==> src/design/bus_ctl_pkg.sv <==
// constants and types shared by the bus retry and ordering logic
// assumes one bus clock and an external active-low asynchronous reset
package bus_ctl_pkg;
    localparam int          ADDR_W    = 32;
    localparam int          DATA_W    = 32;
    localparam int          WQ_DEPTH  = 4;
    localparam logic [3:0]  PST_HALT  = 4'h5;
    localparam logic [3:0]  PST_RUN   = 4'h0;
    localparam logic [1:0]  LAST_BEAT = 2'h3;
    localparam logic [1:0]  FIRST_BEAT = 2'h0;

    typedef enum logic [1:0] {
        TERM_WAIT  = 2'b00,
        TERM_DONE  = 2'b01,
        TERM_ERR   = 2'b10,
        TERM_RETRY = 2'b11
    } term_t;

    typedef enum logic [2:0] {
        ST_IDLE  = 3'b000,
        ST_ARB   = 3'b001,
        ST_START = 3'b010,
        ST_DATA  = 3'b011,
        ST_HALT  = 3'b100
    } bus_state_t;
endpackage

==> src/design/bus_retry_ctl.sv <==
// bus controller core: retry, double fault halt and access ordering
// assumes a data unit above it and bus slaves plus an arbiter on pins
`timescale 1ns/10ps
`default_nettype none
module bus_retry_ctl (
    input  wire logic                        ref_clk,        // bus clock
    input  wire logic                        nrst,           // async reset
    // operand read requests, held until rd_done or rd_error
    input  wire logic                        rd_req,         // read wanted
    input  wire logic [bus_ctl_pkg::ADDR_W-1:0] rd_addr,     // read address
    input  wire logic                        rd_serial,      // serialized page
    input  wire logic                        rd_line,        // line read
    input  wire logic                        rd_burst_inh,   // burst inhibited
    input  wire logic                        rd_lock,        // locked read
    output logic                             rd_done,        // read finished
    output logic                             rd_error,       // read bus error
    output logic [bus_ctl_pkg::DATA_W-1:0]   rd_data,        // read data
    // write-back requests
    input  wire logic                        wr_req,         // write offered
    input  wire logic [bus_ctl_pkg::ADDR_W-1:0] wr_addr,     // write address
    input  wire logic [bus_ctl_pkg::DATA_W-1:0] wr_data,     // write data
    input  wire logic                        wr_lock_last,   // ends lock
    input  wire logic                        wr_push,        // cache push
    input  wire logic                        wr_cache_hit,   // hits dcache
    output logic                             wr_ready,       // queue room
    output logic                             wr_done,        // write finished
    output logic                             wr_error,       // write error
    output logic                             cache_wr_en,    // update line
    // snoop result and exception side
    input  wire logic                        push_invalid,   // push killed
    input  wire logic                        exc_stacking,   // stacking frame
    input  wire logic                        sync_instruction, // sync issued
    output logic                             sync_busy,      // stall core
    // external bus pins
    input  wire logic                        transfer_ack_n, // acknowledge
    input  wire logic                        transfer_error_ack_n, // error
    input  wire logic                        bus_grant_in_n, // grant
    input  wire logic [bus_ctl_pkg::DATA_W-1:0] bus_data_in, // data in
    output logic                             bus_request_out,// request
    output logic                             bus_oe,         // pins driven
    output logic                             ts_out,         // transfer start
    output logic                             rw_out,         // high on read
    output logic                             line_out,       // line size
    output logic [bus_ctl_pkg::ADDR_W-1:0]   addr_out,       // address
    output logic [bus_ctl_pkg::DATA_W-1:0]   data_out,       // write data
    output logic                             data_oe,        // data driven
    output logic                             lock_out,       // locked cycle
    output logic                             locked_sequence_last, // lock end
    output logic [3:0]                       processor_status_code, // status
    output logic                             halted          // double fault
);
    import bus_ctl_pkg::*;

    localparam int QW = ADDR_W + DATA_W + 2;

    bus_state_t        st_reg;
    term_t             term;
    logic              grant;
    logic [DATA_W-1:0] sdata;
    logic [QW-1:0]     q_head;
    logic              q_any;
    logic              q_hit;
    logic              q_pop;
    logic              q_push;
    logic              pick_wr;
    logic              start;
    logic [1:0]        beat_reg;
    logic              cur_wr_reg;
    logic              cur_line_reg;
    logic              cur_bi_reg;
    logic              cur_lock_reg;
    logic              cur_last_reg;
    logic              cur_push_reg;
    logic              fin_ok;
    logic              fin_err;
    logic              do_retry;
    logic              drop_push;

    term_sync u_sync (
        .ref_clk (ref_clk),
        .nrst    (nrst),
        .ack_n   (transfer_ack_n),
        .err_n   (transfer_error_ack_n),
        .grant_n (bus_grant_in_n),
        .din     (bus_data_in),
        .term    (term),
        .grant   (grant),
        .dout    (sdata)
    );

    assign q_push = wr_req && wr_ready && (st_reg != ST_HALT);

    write_queue #(
        .DEPTH (WQ_DEPTH),
        .W     (QW)
    ) u_wq (
        .ref_clk   (ref_clk),
        .nrst      (nrst),
        .push      (q_push),
        .push_data ({wr_push, wr_lock_last, wr_data, wr_addr}),
        .pop       (q_pop),
        .chk_addr  (rd_addr),
        .head      (q_head),
        .not_empty (q_any),
        .collide   (q_hit),
        .ready     (wr_ready)
    );

    // choose the next access: reads first unless a write must drain
    always_comb begin
        pick_wr = 1'b0;
        if (q_any && !rd_req) begin
            pick_wr = 1'b1;
        end else if (q_any && rd_req && q_hit) begin
            pick_wr = 1'b1;
        end else if (q_any && rd_req && rd_serial) begin
            pick_wr = 1'b1;
        end
    end
    // otherwise a waiting read goes ahead of queued writes
    // write entries carry no page marking at all

    assign start = (st_reg == ST_IDLE) && (rd_req || q_any);

    // outcome of the current beat
    always_comb begin
        fin_ok    = 1'b0;
        fin_err   = 1'b0;
        do_retry  = 1'b0;
        drop_push = 1'b0;
        if (st_reg == ST_DATA) begin
            case (term)
                TERM_DONE: begin
                    fin_ok = !cur_line_reg || (beat_reg == LAST_BEAT);
                end
                TERM_ERR: begin
                    fin_err = 1'b1;
                end
                TERM_RETRY: begin
                    if (beat_reg != FIRST_BEAT) begin
                        fin_err = 1'b1;
                    end else if (cur_push_reg && !grant && push_invalid) begin
                        drop_push = 1'b1;
                    end else begin
                        do_retry = 1'b1;
                    end
                end
                default: begin
                    fin_ok = 1'b0;                     // wait state
                end
            endcase
        end
    end

    assign q_pop = cur_wr_reg && (fin_ok || fin_err || drop_push);

    // bus state machine; halt is left only by nrst
    always_ff @(posedge ref_clk or negedge nrst) begin
        if (!nrst) begin
            st_reg <= ST_IDLE;
        end else begin
            case (st_reg)
                ST_IDLE: begin
                    if (start) st_reg <= grant ? ST_START : ST_ARB;
                end
                ST_ARB: begin
                    if (grant) st_reg <= ST_START;
                end
                ST_START: begin
                    st_reg <= ST_DATA;
                end
                ST_DATA: begin
                    if (fin_err && exc_stacking) begin
                        st_reg <= ST_HALT;
                    end else if (do_retry) begin
                        st_reg <= grant ? ST_START : ST_ARB;
                    end else if (fin_ok || fin_err || drop_push) begin
                        st_reg <= ST_IDLE;
                    end
                end
                ST_HALT: begin
                    st_reg <= ST_HALT;
                end
                default: begin
                    st_reg <= ST_IDLE;
                end
            endcase
        end
    end

    // latch the attributes of the chosen access; retries reuse them unchanged
    always_ff @(posedge ref_clk or negedge nrst) begin
        if (!nrst) begin
            cur_wr_reg   <= 1'b0;
            cur_line_reg <= 1'b0;
            cur_bi_reg   <= 1'b0;
            cur_lock_reg <= 1'b0;
            cur_last_reg <= 1'b0;
            cur_push_reg <= 1'b0;
            addr_out     <= '0;
            data_out     <= '0;
        end else if (start) begin
            cur_wr_reg   <= pick_wr;
            cur_line_reg <= !pick_wr && rd_line;
            cur_bi_reg   <= !pick_wr && rd_burst_inh;
            cur_lock_reg <= pick_wr ? q_head[QW-2] : rd_lock;
            cur_last_reg <= pick_wr && q_head[QW-2];
            cur_push_reg <= pick_wr && q_head[QW-1];
            addr_out     <= pick_wr ? q_head[ADDR_W-1:0] : rd_addr;
            data_out     <= q_head[ADDR_W+DATA_W-1:ADDR_W];
        end else if (st_reg == ST_DATA && term == TERM_DONE && cur_line_reg) begin
            addr_out[3:2] <= addr_out[3:2] + 2'h1;
        end
    end

    // beat counter inside a line; a burst-inhibited line counts the same
    always_ff @(posedge ref_clk or negedge nrst) begin
        if (!nrst) begin
            beat_reg <= FIRST_BEAT;
        end else if (start) begin
            beat_reg <= FIRST_BEAT;
        end else if (st_reg == ST_DATA && term == TERM_DONE && cur_line_reg) begin
            beat_reg <= beat_reg + 2'h1;
        end
    end

    // pin drive; everything is released once halted
    always_ff @(posedge ref_clk or negedge nrst) begin
        if (!nrst) begin
            bus_request_out <= 1'b0;
            bus_oe          <= 1'b0;
            data_oe         <= 1'b0;
            ts_out          <= 1'b0;
            rw_out          <= 1'b1;
            line_out        <= 1'b0;
        end else if (st_reg == ST_HALT) begin
            bus_request_out <= 1'b0;
            bus_oe          <= 1'b0;
            data_oe         <= 1'b0;
            ts_out          <= 1'b0;
            rw_out          <= 1'b1;
            line_out        <= 1'b0;
        end else begin
            bus_request_out <= (st_reg == ST_ARB) || start || (st_reg == ST_START)
                               || ((st_reg == ST_DATA) && !fin_ok);
            bus_oe          <= (st_reg == ST_START) || (st_reg == ST_DATA);
            data_oe         <= cur_wr_reg && ((st_reg == ST_START)
                               || (st_reg == ST_DATA));
            ts_out          <= (st_reg == ST_START);
            rw_out          <= !cur_wr_reg;
            line_out        <= cur_line_reg;
        end
    end

    // lock held across the read, the write and all their retries
    always_ff @(posedge ref_clk or negedge nrst) begin
        if (!nrst) begin
            lock_out             <= 1'b0;
            locked_sequence_last <= 1'b0;
        end else if (st_reg == ST_HALT) begin
            lock_out             <= 1'b0;
            locked_sequence_last <= 1'b0;
        end else if ((fin_ok || fin_err) && cur_last_reg) begin
            lock_out             <= 1'b0;
            locked_sequence_last <= 1'b0;
        end else if (st_reg == ST_START && cur_lock_reg) begin
            lock_out             <= 1'b1;
            locked_sequence_last <= cur_last_reg;
        end
    end

    // completions toward the data unit; a first-beat retry that repeats the access raises nothing
    always_ff @(posedge ref_clk or negedge nrst) begin
        if (!nrst) begin
            rd_done  <= 1'b0;
            rd_error <= 1'b0;
            wr_done  <= 1'b0;
            wr_error <= 1'b0;
            rd_data  <= '0;
        end else begin
            rd_done  <= !cur_wr_reg && fin_ok;
            rd_error <= !cur_wr_reg && fin_err;
            wr_done  <= cur_wr_reg && (fin_ok || drop_push);
            wr_error <= cur_wr_reg && fin_err;
            if (st_reg == ST_DATA && term == TERM_DONE && !cur_wr_reg) begin
                rd_data <= sdata;
            end
        end
    end

    // cache line updated as the write enters the queue
    always_ff @(posedge ref_clk or negedge nrst) begin
        if (!nrst) begin
            cache_wr_en <= 1'b0;
        end else begin
            cache_wr_en <= q_push && wr_cache_hit;
        end
    end

    // stall while any access is queued or on the bus
    always_ff @(posedge ref_clk or negedge nrst) begin
        if (!nrst) begin
            sync_busy <= 1'b0;
        end else begin
            sync_busy <= sync_instruction && (q_any || q_push
                         || (st_reg != ST_IDLE));
        end
    end

    // status code and halt flag
    always_ff @(posedge ref_clk or negedge nrst) begin
        if (!nrst) begin
            processor_status_code <= PST_RUN;
            halted                <= 1'b0;
        end else if (st_reg == ST_HALT) begin
            processor_status_code <= PST_HALT;
            halted                <= 1'b1;
        end else begin
            processor_status_code <= PST_RUN;
            halted                <= 1'b0;
        end
    end
endmodule
`default_nettype wire

==> src/design/term_sync.sv <==
// synchronises the termination pins, grant and read data
// assumes all inputs come from outside the bus clock domain
`timescale 1ns/10ps
`default_nettype none
module term_sync (
    input  wire logic                       ref_clk,     // bus clock
    input  wire logic                       nrst,        // async reset, low
    input  wire logic                       ack_n,       // raw acknowledge
    input  wire logic                       err_n,       // raw error ack
    input  wire logic                       grant_n,     // raw bus grant
    input  wire logic [bus_ctl_pkg::DATA_W-1:0] din,     // raw read data
    output bus_ctl_pkg::term_t              term,        // decoded termination
    output logic                            grant,       // synced grant
    output logic [bus_ctl_pkg::DATA_W-1:0]  dout         // synced data
);
    import bus_ctl_pkg::*;

    logic [2:0]        s1_reg;
    logic [2:0]        s2_reg;
    logic [DATA_W-1:0] d1_reg;
    logic [DATA_W-1:0] d2_reg;

    // two flops on every pin; data kept aligned with the strobes
    always_ff @(posedge ref_clk or negedge nrst) begin
        if (!nrst) begin
            s1_reg <= 3'h7;
            s2_reg <= 3'h7;
            d1_reg <= '0;
            d2_reg <= '0;
        end else begin
            s1_reg <= {grant_n, err_n, ack_n};
            s2_reg <= s1_reg;
            d1_reg <= din;
            d2_reg <= d1_reg;
        end
    end

    // both strobes sampled together decide the outcome
    always_comb begin
        case ({s2_reg[1], s2_reg[0]})
            2'b10:   term = TERM_DONE;
            2'b01:   term = TERM_ERR;
            2'b00:   term = TERM_RETRY;
            default: term = TERM_WAIT;
        endcase
    end

    assign grant = ~s2_reg[2];
    assign dout  = d2_reg;
endmodule
`default_nettype wire

==> src/design/write_queue.sv <==
// in-order queue of pending writes with read collision check
// assumes push and pop come from logic on the same clock
`timescale 1ns/10ps
`default_nettype none
module write_queue #(
    parameter int DEPTH = bus_ctl_pkg::WQ_DEPTH,   // pending writes
    parameter int W     = 66                       // entry width
) (
    input  wire logic          ref_clk,    // bus clock
    input  wire logic          nrst,       // async reset, low
    input  wire logic          push,       // store an entry
    input  wire logic [W-1:0]  push_data,  // entry to store
    input  wire logic          pop,        // head has finished
    input  wire logic [31:0]   chk_addr,   // read address to compare
    output logic [W-1:0]       head,       // oldest entry
    output logic               not_empty,  // writes pending
    output logic               collide,    // read hits a pending write
    output logic               ready       // room for another write
);
    localparam int PW = $clog2(DEPTH);

    logic [W-1:0]   mem [DEPTH];
    logic [DEPTH-1:0] vld_reg;
    logic [PW-1:0]  rd_reg;
    logic [PW-1:0]  wr_reg;
    logic [PW:0]    cnt_reg;
    logic [PW:0]    cnt_next;
    logic [DEPTH-1:0] hit;

    assign cnt_next = cnt_reg + {{PW{1'b0}}, push} - {{PW{1'b0}}, pop};

    // pointers and count; oldest leaves first so writes stay in order
    always_ff @(posedge ref_clk or negedge nrst) begin
        if (!nrst) begin
            rd_reg  <= '0;
            wr_reg  <= '0;
            cnt_reg <= '0;
            ready   <= 1'b1;
            vld_reg <= '0;
        end else begin
            if (push) wr_reg <= PW'(wr_reg + 1'b1);
            if (pop)  rd_reg <= PW'(rd_reg + 1'b1);
            cnt_reg <= cnt_next;
            ready   <= (cnt_next != (PW+1)'(DEPTH));
            if (push) vld_reg[wr_reg] <= 1'b1;
            if (pop)  vld_reg[rd_reg] <= 1'b0;
        end
    end

    // entry storage
    always_ff @(posedge ref_clk) begin
        if (push) mem[wr_reg] <= push_data;
    end

    // compare the read longword address with every live entry
    for (genvar i = 0; i < DEPTH; i++) begin : g_cmp
        assign hit[i] = vld_reg[i] && (mem[i][31:2] == chk_addr[31:2]);
    end

    assign collide   = |hit;
    assign head      = mem[rd_reg];
    assign not_empty = (cnt_reg != '0);
endmodule
`default_nettype wire

==> config.mk <==
export PLATFORM = sky130hd
export DESIGN_NAME = bus_retry_ctl
export DESIGN_NICKNAME = d
export VERILOG_FILES = /design/src/design/bus_ctl_pkg.sv /design/src/design/bus_retry_ctl.sv /design/src/design/term_sync.sv /design/src/design/write_queue.sv
export SDC_FILE = /design/constraint.sdc
export NUM_CORES = 1
export LEC_CHECK = 0
export ABC_CLOCK_PERIOD_IN_PS = 3900
export BUFFER_PORTS_ARGS = -buffer_cell sky130_fd_sc_hd__buf_4
export CAP_MARGIN = 40
export CORE_AREA = 2 2 209 232
export CTS_CLUSTER_DIAMETER = 40
export CTS_CLUSTER_SIZE = 10
export DETAILED_ROUTE_END_ITERATION = 8
export DIE_AREA = 0 0 211 234
export PLACE_DENSITY = 0.67
export SETUP_SLACK_MARGIN = 0.1
export SYNTH_ARGS = -nofsm -noshare
export SYNTH_HDL_FRONTEND = slang
export SYNTH_SLANG_ARGS = --single-unit
==> constraint.sdc <==
create_clock -name ref_clk -period 3.9 [get_ports ref_clk]
set_clock_uncertainty 0.05 [all_clocks]
set_input_delay 0.195 -clock ref_clk [delete_from_list [all_inputs] [get_ports ref_clk]]
set_output_delay 0.195 -clock ref_clk [all_outputs]
set_load 0.005 [all_outputs]
==> metrics.txt, run 1 <==
synth warn 0; worst-margin pin slew 0.981 ns; Top reg by flops u_wq.mem; Post-Layout Cell Count 2167; CTS resizes 0; CP Capture Type flip-flop; worst reg2reg path startpoint st_reg[1]$_DFFE_PN0P_; Total Wirelength 46300 um; Final nets 1669; CP delay by family, top simple AND/OR/NAND/NOR gates; Hold Path Origin rd_addr[18]; Crit Path Class flip-flop to flip-flop; leak pwr 9.53 nW; Pre-antenna DRT Iters 5; Slew HR 34.6%; Post-Syn Area 18600 um^2; drt wl/cell 21.4 um; cells after synthesis 1139; Clock transition at path regs 0.05 ns; largest family of logic cells by synthesized area multiplexers; synth unique cells 50; Post-Synth XOR/XNOR Area 5.98%; PwrDens 739 nW/um^2; largest net degree at the start of global routing 120; CTS tree built; first-pass GRT wire length 69500 um; CP startpoint st_reg[1]$_DFFE_PN0P_; slowest cell on the critical path o21a_1; drt drc 0; GRT Resource Usage Total 18.8%; Setup Buffers After CTS 0; Final TNS setup 0 ns; unrepaired setup endpoints after global routing false; top cell type's share of synthesized area 42.6%; Vias/cell 5.13; fmax 327 MHz; Post-DP HPWL 29300 um; number of flip-flops in the largest register 264; layout cells sized above 1 33.5%; DR vias 11100; Place WS 0.890 ns; Die Span X 211 um; total grt overflow 0; Seq/Total Area, Yosys 70.0%; clk_lat worst skew 0.58 ns; leading area contributor after synthesis edfxtp_1; mux share of post-synthesis cell area 9.98%; Clock Path Buffers 3; setup ws final 0.843 ns; max incr delay on CP 0.51 ns; Core ar. 47200 um^2; number of buffers created by CTS 69; Layout fillers 3857; Root Driver clkbuf_16; Compound-Gate Fraction of Synth Area 5.43%; area occupied by registers 13000 um^2; FP Rows 84; Inst Count DP 1928; syn avg cell area 16.3 um^2; Buf/Inv on CP 0; Final Hold Fails 0; initial core utilization 39.4%; minimum clock period 3.06 ns; die height 234 um; CP most frequent cell nand2_1; Async SR Flop Fraction 43.5%; PortBufs 257; commonest non-fill, non-tap cell in the layout buf_4; routability congestion estimate 0.847; max-cap viol count 0; outcome finished clean; worst min-delay path category input pin to flip-flop; max-slew violation count 0; Tcrit/Tclk final 78.4%; worst vdd ir 487 uV; most frequent cells in the layout buf_4 (265), edfxtp_1 (264), dfrtp_1 (193), dlygate4sd3_1 (115), nand2_1 (114); Area Overhead vs Synth 32.0%; CTS hold repair buffers 115; Yosys reg bits 467; number of synthesized flops with an enable pin 264; vias in the first global route 11700; multi-input logic area 5140 um^2; num ports 261; full die area 49400 um^2; critical-path cell list nor2b_1 -> nand2_1 -> nor3_1 -> o21a_1 -> xor2_1 -> ha_1 -> fa_1 -> xnor2_1 -> nand2_1; Worst Path Arrival 3.50 ns; antenna-violating nets left 0; Crit Path Max Fanout 9; Design Power 0.0182 W; initial DRC count 749; Primary FF master, synth edfxtp_1; initial antenna violation count 3; Critical Path RT 4.35 ns; simple-gate share of the synthesized area 5.17%; Num Clock Sinks 467; Area contributors post-synth edfxtp_1 (43%), dfrtp_1 (26%), mux4_2 (8.0%); CP Launch Type flip-flop; Synth Area in Adders 0.847%; H-tree levels 3; endpoints failing setup 0
cell usage after synthesis, types with 2 or more instances:
cell type / n
edfxtp_1: 264
dfrtp_1: 195
nand2_1: 114
xnor2_1: 103
mux4_2: 66
buf_2: 53
mux2_2: 32
o22a_1: 31
a31o_2: 27
nand4_1: 27
clkbuf_1: 25
xor2_1: 24
a21boi_1: 23
nor4_1: 14
inv_1: 12
ha_1: 11
and2_1: 10
nor2_1: 10
o21ai_0: 10
a21boi_0: 9
dfstp_2: 8
nand3_1: 8
nor2b_1: 8
buf_4: 7
a2bb2oi_1: 6
a31o_1: 6
nor3_1: 5
a21oi_1: 3
nand2b_1: 3
a31oi_1: 2
buf_6: 2
o21ai_1: 2
or2_1: 2
final cells by class:
class,count,share of cell area (%)
diodes,2,0.0204
clock buffers,96,7.90
clock inverters,26,1.24
inverters,12,0.183
multi-input cells,572,20.9
flip-flops and latches,467,53.0
well taps,602,3.07
repair buffers,390,13.6
kinds of logic (layout without fill, tap and decap cells):
kind of cell             count (synthesis)  after routing
adder cells (fa/ha/maj)                 12             12
XOR/XNOR                               127            127
buffers and inverters                  101            524
AND/OR/NAND/NOR                        205            205
multiplexers                            99             99
AO/OA/AOI/OAI                          127            127
flip-flops                             467            467
other                                    1              4
metal layers:
| metal | up-vias | GRT usage, % | part of all wire [%] |
|---|---|---|---|
| li1 | 4966 | - | - |
| met1 | 5707 | 24.4 | 43 |
| met2 | 354 | 30.9 | 49 |
| met3 | 91 | 4.19 | 6.0 |
| met4 | 2 | 7.28 | 2.8 |
| met5 | - | 0 | 0.028 |
power by group:
group / switching, W / internal, W / leakage (nW)
registers: 0.000672 / 0.00651 / 4.81
clock network: 0.00222 / 0.00377 / 1.08
logic: 0.00242 / 0.00256 / 3.64
worst reg2reg max path, stage by stage, from the launching register on:
cell     delay (ns)
dfrtp_1        0.47
nor2b_1        0.38
nand2_1        0.15
nor3_1         0.37
o21a_1         0.51
xor2_1         0.13
ha_1           0.22
fa_1           0.41
xnor2_1        0.21
nand2_1        0.08
metrics by stage:
step	hold WS, ns	util (%)	cell area [um^2]
after floorplan	-0.151	-	18600
after global placement	0.254	44.7	21100
after detailed placement	0.255	44.8	21200
after CTS	0.00135	52.0	24600
after global routing	0.0234	52.0	24600
final	0.0258	52.0	24600
worst paths after layout:
kind                                               endpoint  slack (ns)  depth (start not counted)
worst max-delay path                   u_wq.ready$_DFF_PN1_        0.84                          9
worst min-delay path               addr_out[18]$_DFFE_PN0P_        0.03                          3
worst max register to register         u_wq.ready$_DFF_PN1_        0.84                          9
worst min register to register    u_sync.dout[15]$_DFF_PN0_        0.29                          0
max in group asynchronous          addr_out[22]$_DFFE_PN0P_        2.46                          3
min in group asynchronous       u_sync.d1_reg[28]$_DFF_PN0_        0.22                          2
(Power assumes the default switching activity.)
==> run 2: changes to the inputs <==
- ABC_CLOCK_PERIOD_IN_PS: 3900 -> 2780
- PLACE_DENSITY: 0.67 -> 0.69
- clock period: 3.9 -> 2.78 ns (I/O delays scaled with it)
==> metrics.txt, run 2 (same netlist as run 1, synthesis figures left out) <==
largest net degree at the start of global routing 79 (-34%); layout cells sized above 1 34.1% (+0.57 points); critical-path cell list xnor2_1 -> nand4_1 -> nor4_1 -> a22oi_1 -> nand4_4 -> buf_12 -> a21boi_0 -> o22a_1; Clock transition at path regs 0.05 ns (about the same); slowest cell on the critical path edfxtp_1; max incr delay on CP 0.41 ns (-0.10 ns); end of the worst register-to-register path addr_out[25]$_DFFE_PN0P_; worst vdd ir 533 uV (+9.5%); final instance area 25200 um^2 (+2.5%); first-pass GRT wire length 71600 um (+3.1%); Crit Path Class flip-flop to flip-flop; vias in the first global route 12000 (+2.6%); worst min-delay path category input pin to asynchronous set/reset pin; Final TNS setup 0 ns (unchanged); H-tree levels 3 (unchanged); fmax 388 MHz (+19%); Root Driver clkbuf_16; num ports 261 (unchanged); most frequent cells in the layout buf_4 (272), edfxtp_1 (264), dfrtp_1 (193), dlygate4sd3_1 (140), nand2_1 (114); endpoints failing setup 0 (unchanged); total grt overflow 0 (unchanged); Tcrit/Tclk final 92.8% (+14 points); Worst Path Arrival 2.99 ns (-0.51 ns); Critical Path RT 3.19 ns (-1.16 ns); PortBufs 257 (unchanged); CP delay by family, top simple AND/OR/NAND/NOR gates; Clock Path Buffers 3 (unchanged); initial DRC count 865 (+15%); minimum clock period 2.58 ns (-0.478 ns); unrepaired setup endpoints after global routing false; Place WS 0.247 ns (-0.643 ns); Total Wirelength 47800 um (+3.2%); number of flip-flops in the largest register 264 (unchanged); area of placed instances 21300 um^2 (+0.83%); commonest non-fill, non-tap cell in the layout buf_4; Layout fillers 3757 (-2.6%); drt wl/cell 21.5 um (+0.80%); full die area 49400 um^2 (unchanged); Final Hold Fails 0 (unchanged); GRT Resource Usage Total 19.5% (+0.71 points); worst-margin pin slew 0.786 ns (-0.195 ns); PwrDens 1040 nW/um^2 (+41%); Crit Path Max Fanout 31 (+22); worst reg2reg path startpoint u_wq.mem[1][17]$_DFFE_PP_; initial antenna violation count 3 (unchanged); Final nets 1713 (+2.6%); number of buffers created by CTS 74 (+7.2%); Buf/Inv on CP 1 (+1); Die Span X 211 um (unchanged); Area Overhead vs Synth 35.2%; FF-to-FF path depth 8 (-1); clk_lat worst skew 0.59 ns (about the same); drt drc 0 (unchanged); routability congestion estimate 0.873 (+3.1%); CTS tree built; max-cap viol count 0 (unchanged); Top reg by flops u_wq.mem; Num Clock Sinks 467 (unchanged); antenna-violating nets left 0 (unchanged); DR vias 11400 (+2.2%); CP Launch Type flip-flop; Core ar. 47200 um^2 (unchanged); leak pwr 9.82 nW (+3.1%); die height 234 um (unchanged); setup ws final 0.201 ns (-0.642 ns); Post-DP HPWL 30700 um (+4.9%); CP Capture Type flip-flop; outcome finished clean; register-to-register setup slack 0.20 ns (-0.64 ns); Setup Buffers After CTS 0 (unchanged); Vias/cell 5.12 (-0.22%); initial core utilization 39.4% (unchanged); max-slew violation count 0 (unchanged); Slew HR 47.6% (+13 points); FP Rows 84 (unchanged); Pre-antenna DRT Iters 5 (unchanged)
[run 2: cell count changes in the layout (fill, tap and decap cells not counted), sizes merged]
cell,change
dlygate4sd3,+25
buf,+14
clkinv,+8
clkbuf,+4
clkinvlp,-3
diode,+2
bufinv,+1
inv,+1
[run 2: worst max-delay path by stage]
stage | start | cells after the start | slack [ns] | endpoint
floorplan | st_reg[2]$_DFFE_PN0P_ | 11 | 0.31 | u_wq.ready$_DFF_PN1_
global placement | beat_reg[0]$_DFFE_PN0P_ | 11 | 0.34 | u_wq.ready$_DFF_PN1_
detailed placement | beat_reg[0]$_DFFE_PN0P_ | 11 | 0.25 | u_wq.ready$_DFF_PN1_
CTS | u_wq.mem[2][18]$_DFFE_PP_ | 8 | 0.24 | addr_out[25]$_DFFE_PN0P_
global route | u_wq.mem[1][17]$_DFFE_PP_ | 8 | 0.10 | addr_out[25]$_DFFE_PN0P_
finish | u_wq.mem[1][17]$_DFFE_PP_ | 8 | 0.20 | addr_out[25]$_DFFE_PN0P_
[run 2: per-layer routing]
| layer | global-route usage [%] | vias to the layer above | share of wire, % | wire length [um] |
|---|---|---|---|---|
| li1 | - | 5058 | - | - |
| met1 | 24.5 | 5776 | 40 | 19300 |
| met2 | 32.5 | 430 | 49 | 23500 |
| met3 | 4.75 | 98 | 7.2 | 3440 |
| met4 | 8.10 | 0 | 3.1 | 1470 |
| met5 | 0 | - | 0 | 0 |
[run 2: what timing repair did]
action	4_1_cts	5_1_grt
endpoints found under the hold margin	417	0
hold buffers	140	0
endpoints found under the setup margin	0	2
resized for setup	0	3
[run 2: area by class of cell]
type | instances | area, um^2 | area share (%)
diodes | 4 | 10.0 | 0.0398
clock buffers | 100 | 2050 | 8.15
clock inverters | 33 | 353 | 1.40
inverters | 12 | 45.0 | 0.179
multi-input cells | 572 | 5150 | 20.5
flip-flops and latches | 467 | 13000 | 51.8
well taps | 602 | 753 | 2.99
repair buffers | 429 | 3780 | 15.0
[run 2: stage by stage]
step / utilization [%] / hold WS [ns] / total power, W / instances
after floorplan: - / -0.207 / 0.0140 / 1140
after CTS: 53.3 / 0.0461 / 0.0265 / 2215
after global routing: 53.3 / 0.117 / 0.0275 / 2217
final: 53.3 / 0.0919 / 0.0262 / 2219
after global placement: 45.2 / 0.128 / 0.0171 / 1942
after detailed placement: 45.2 / 0.139 / 0.0173 / 1942
[run 2: where the power goes]
group | total, W | internal, W | switching (W)
clock network | 0.00888 | 0.00567 | 0.00322
logic | 0.00720 | 0.00376 | 0.00344
registers | 0.0102 | 0.00914 | 0.00102
[run 2: worst reg2reg max path, stage by stage (launching register included)]
cell and delay [ns]:
edfxtp_1 0.41, xnor2_1 0.29, nand4_1 0.18, nor4_1 0.40, a22oi_1 0.19, nand4_4 0.33
buf_12 0.24, a21boi_0 0.14, o22a_1 0.23
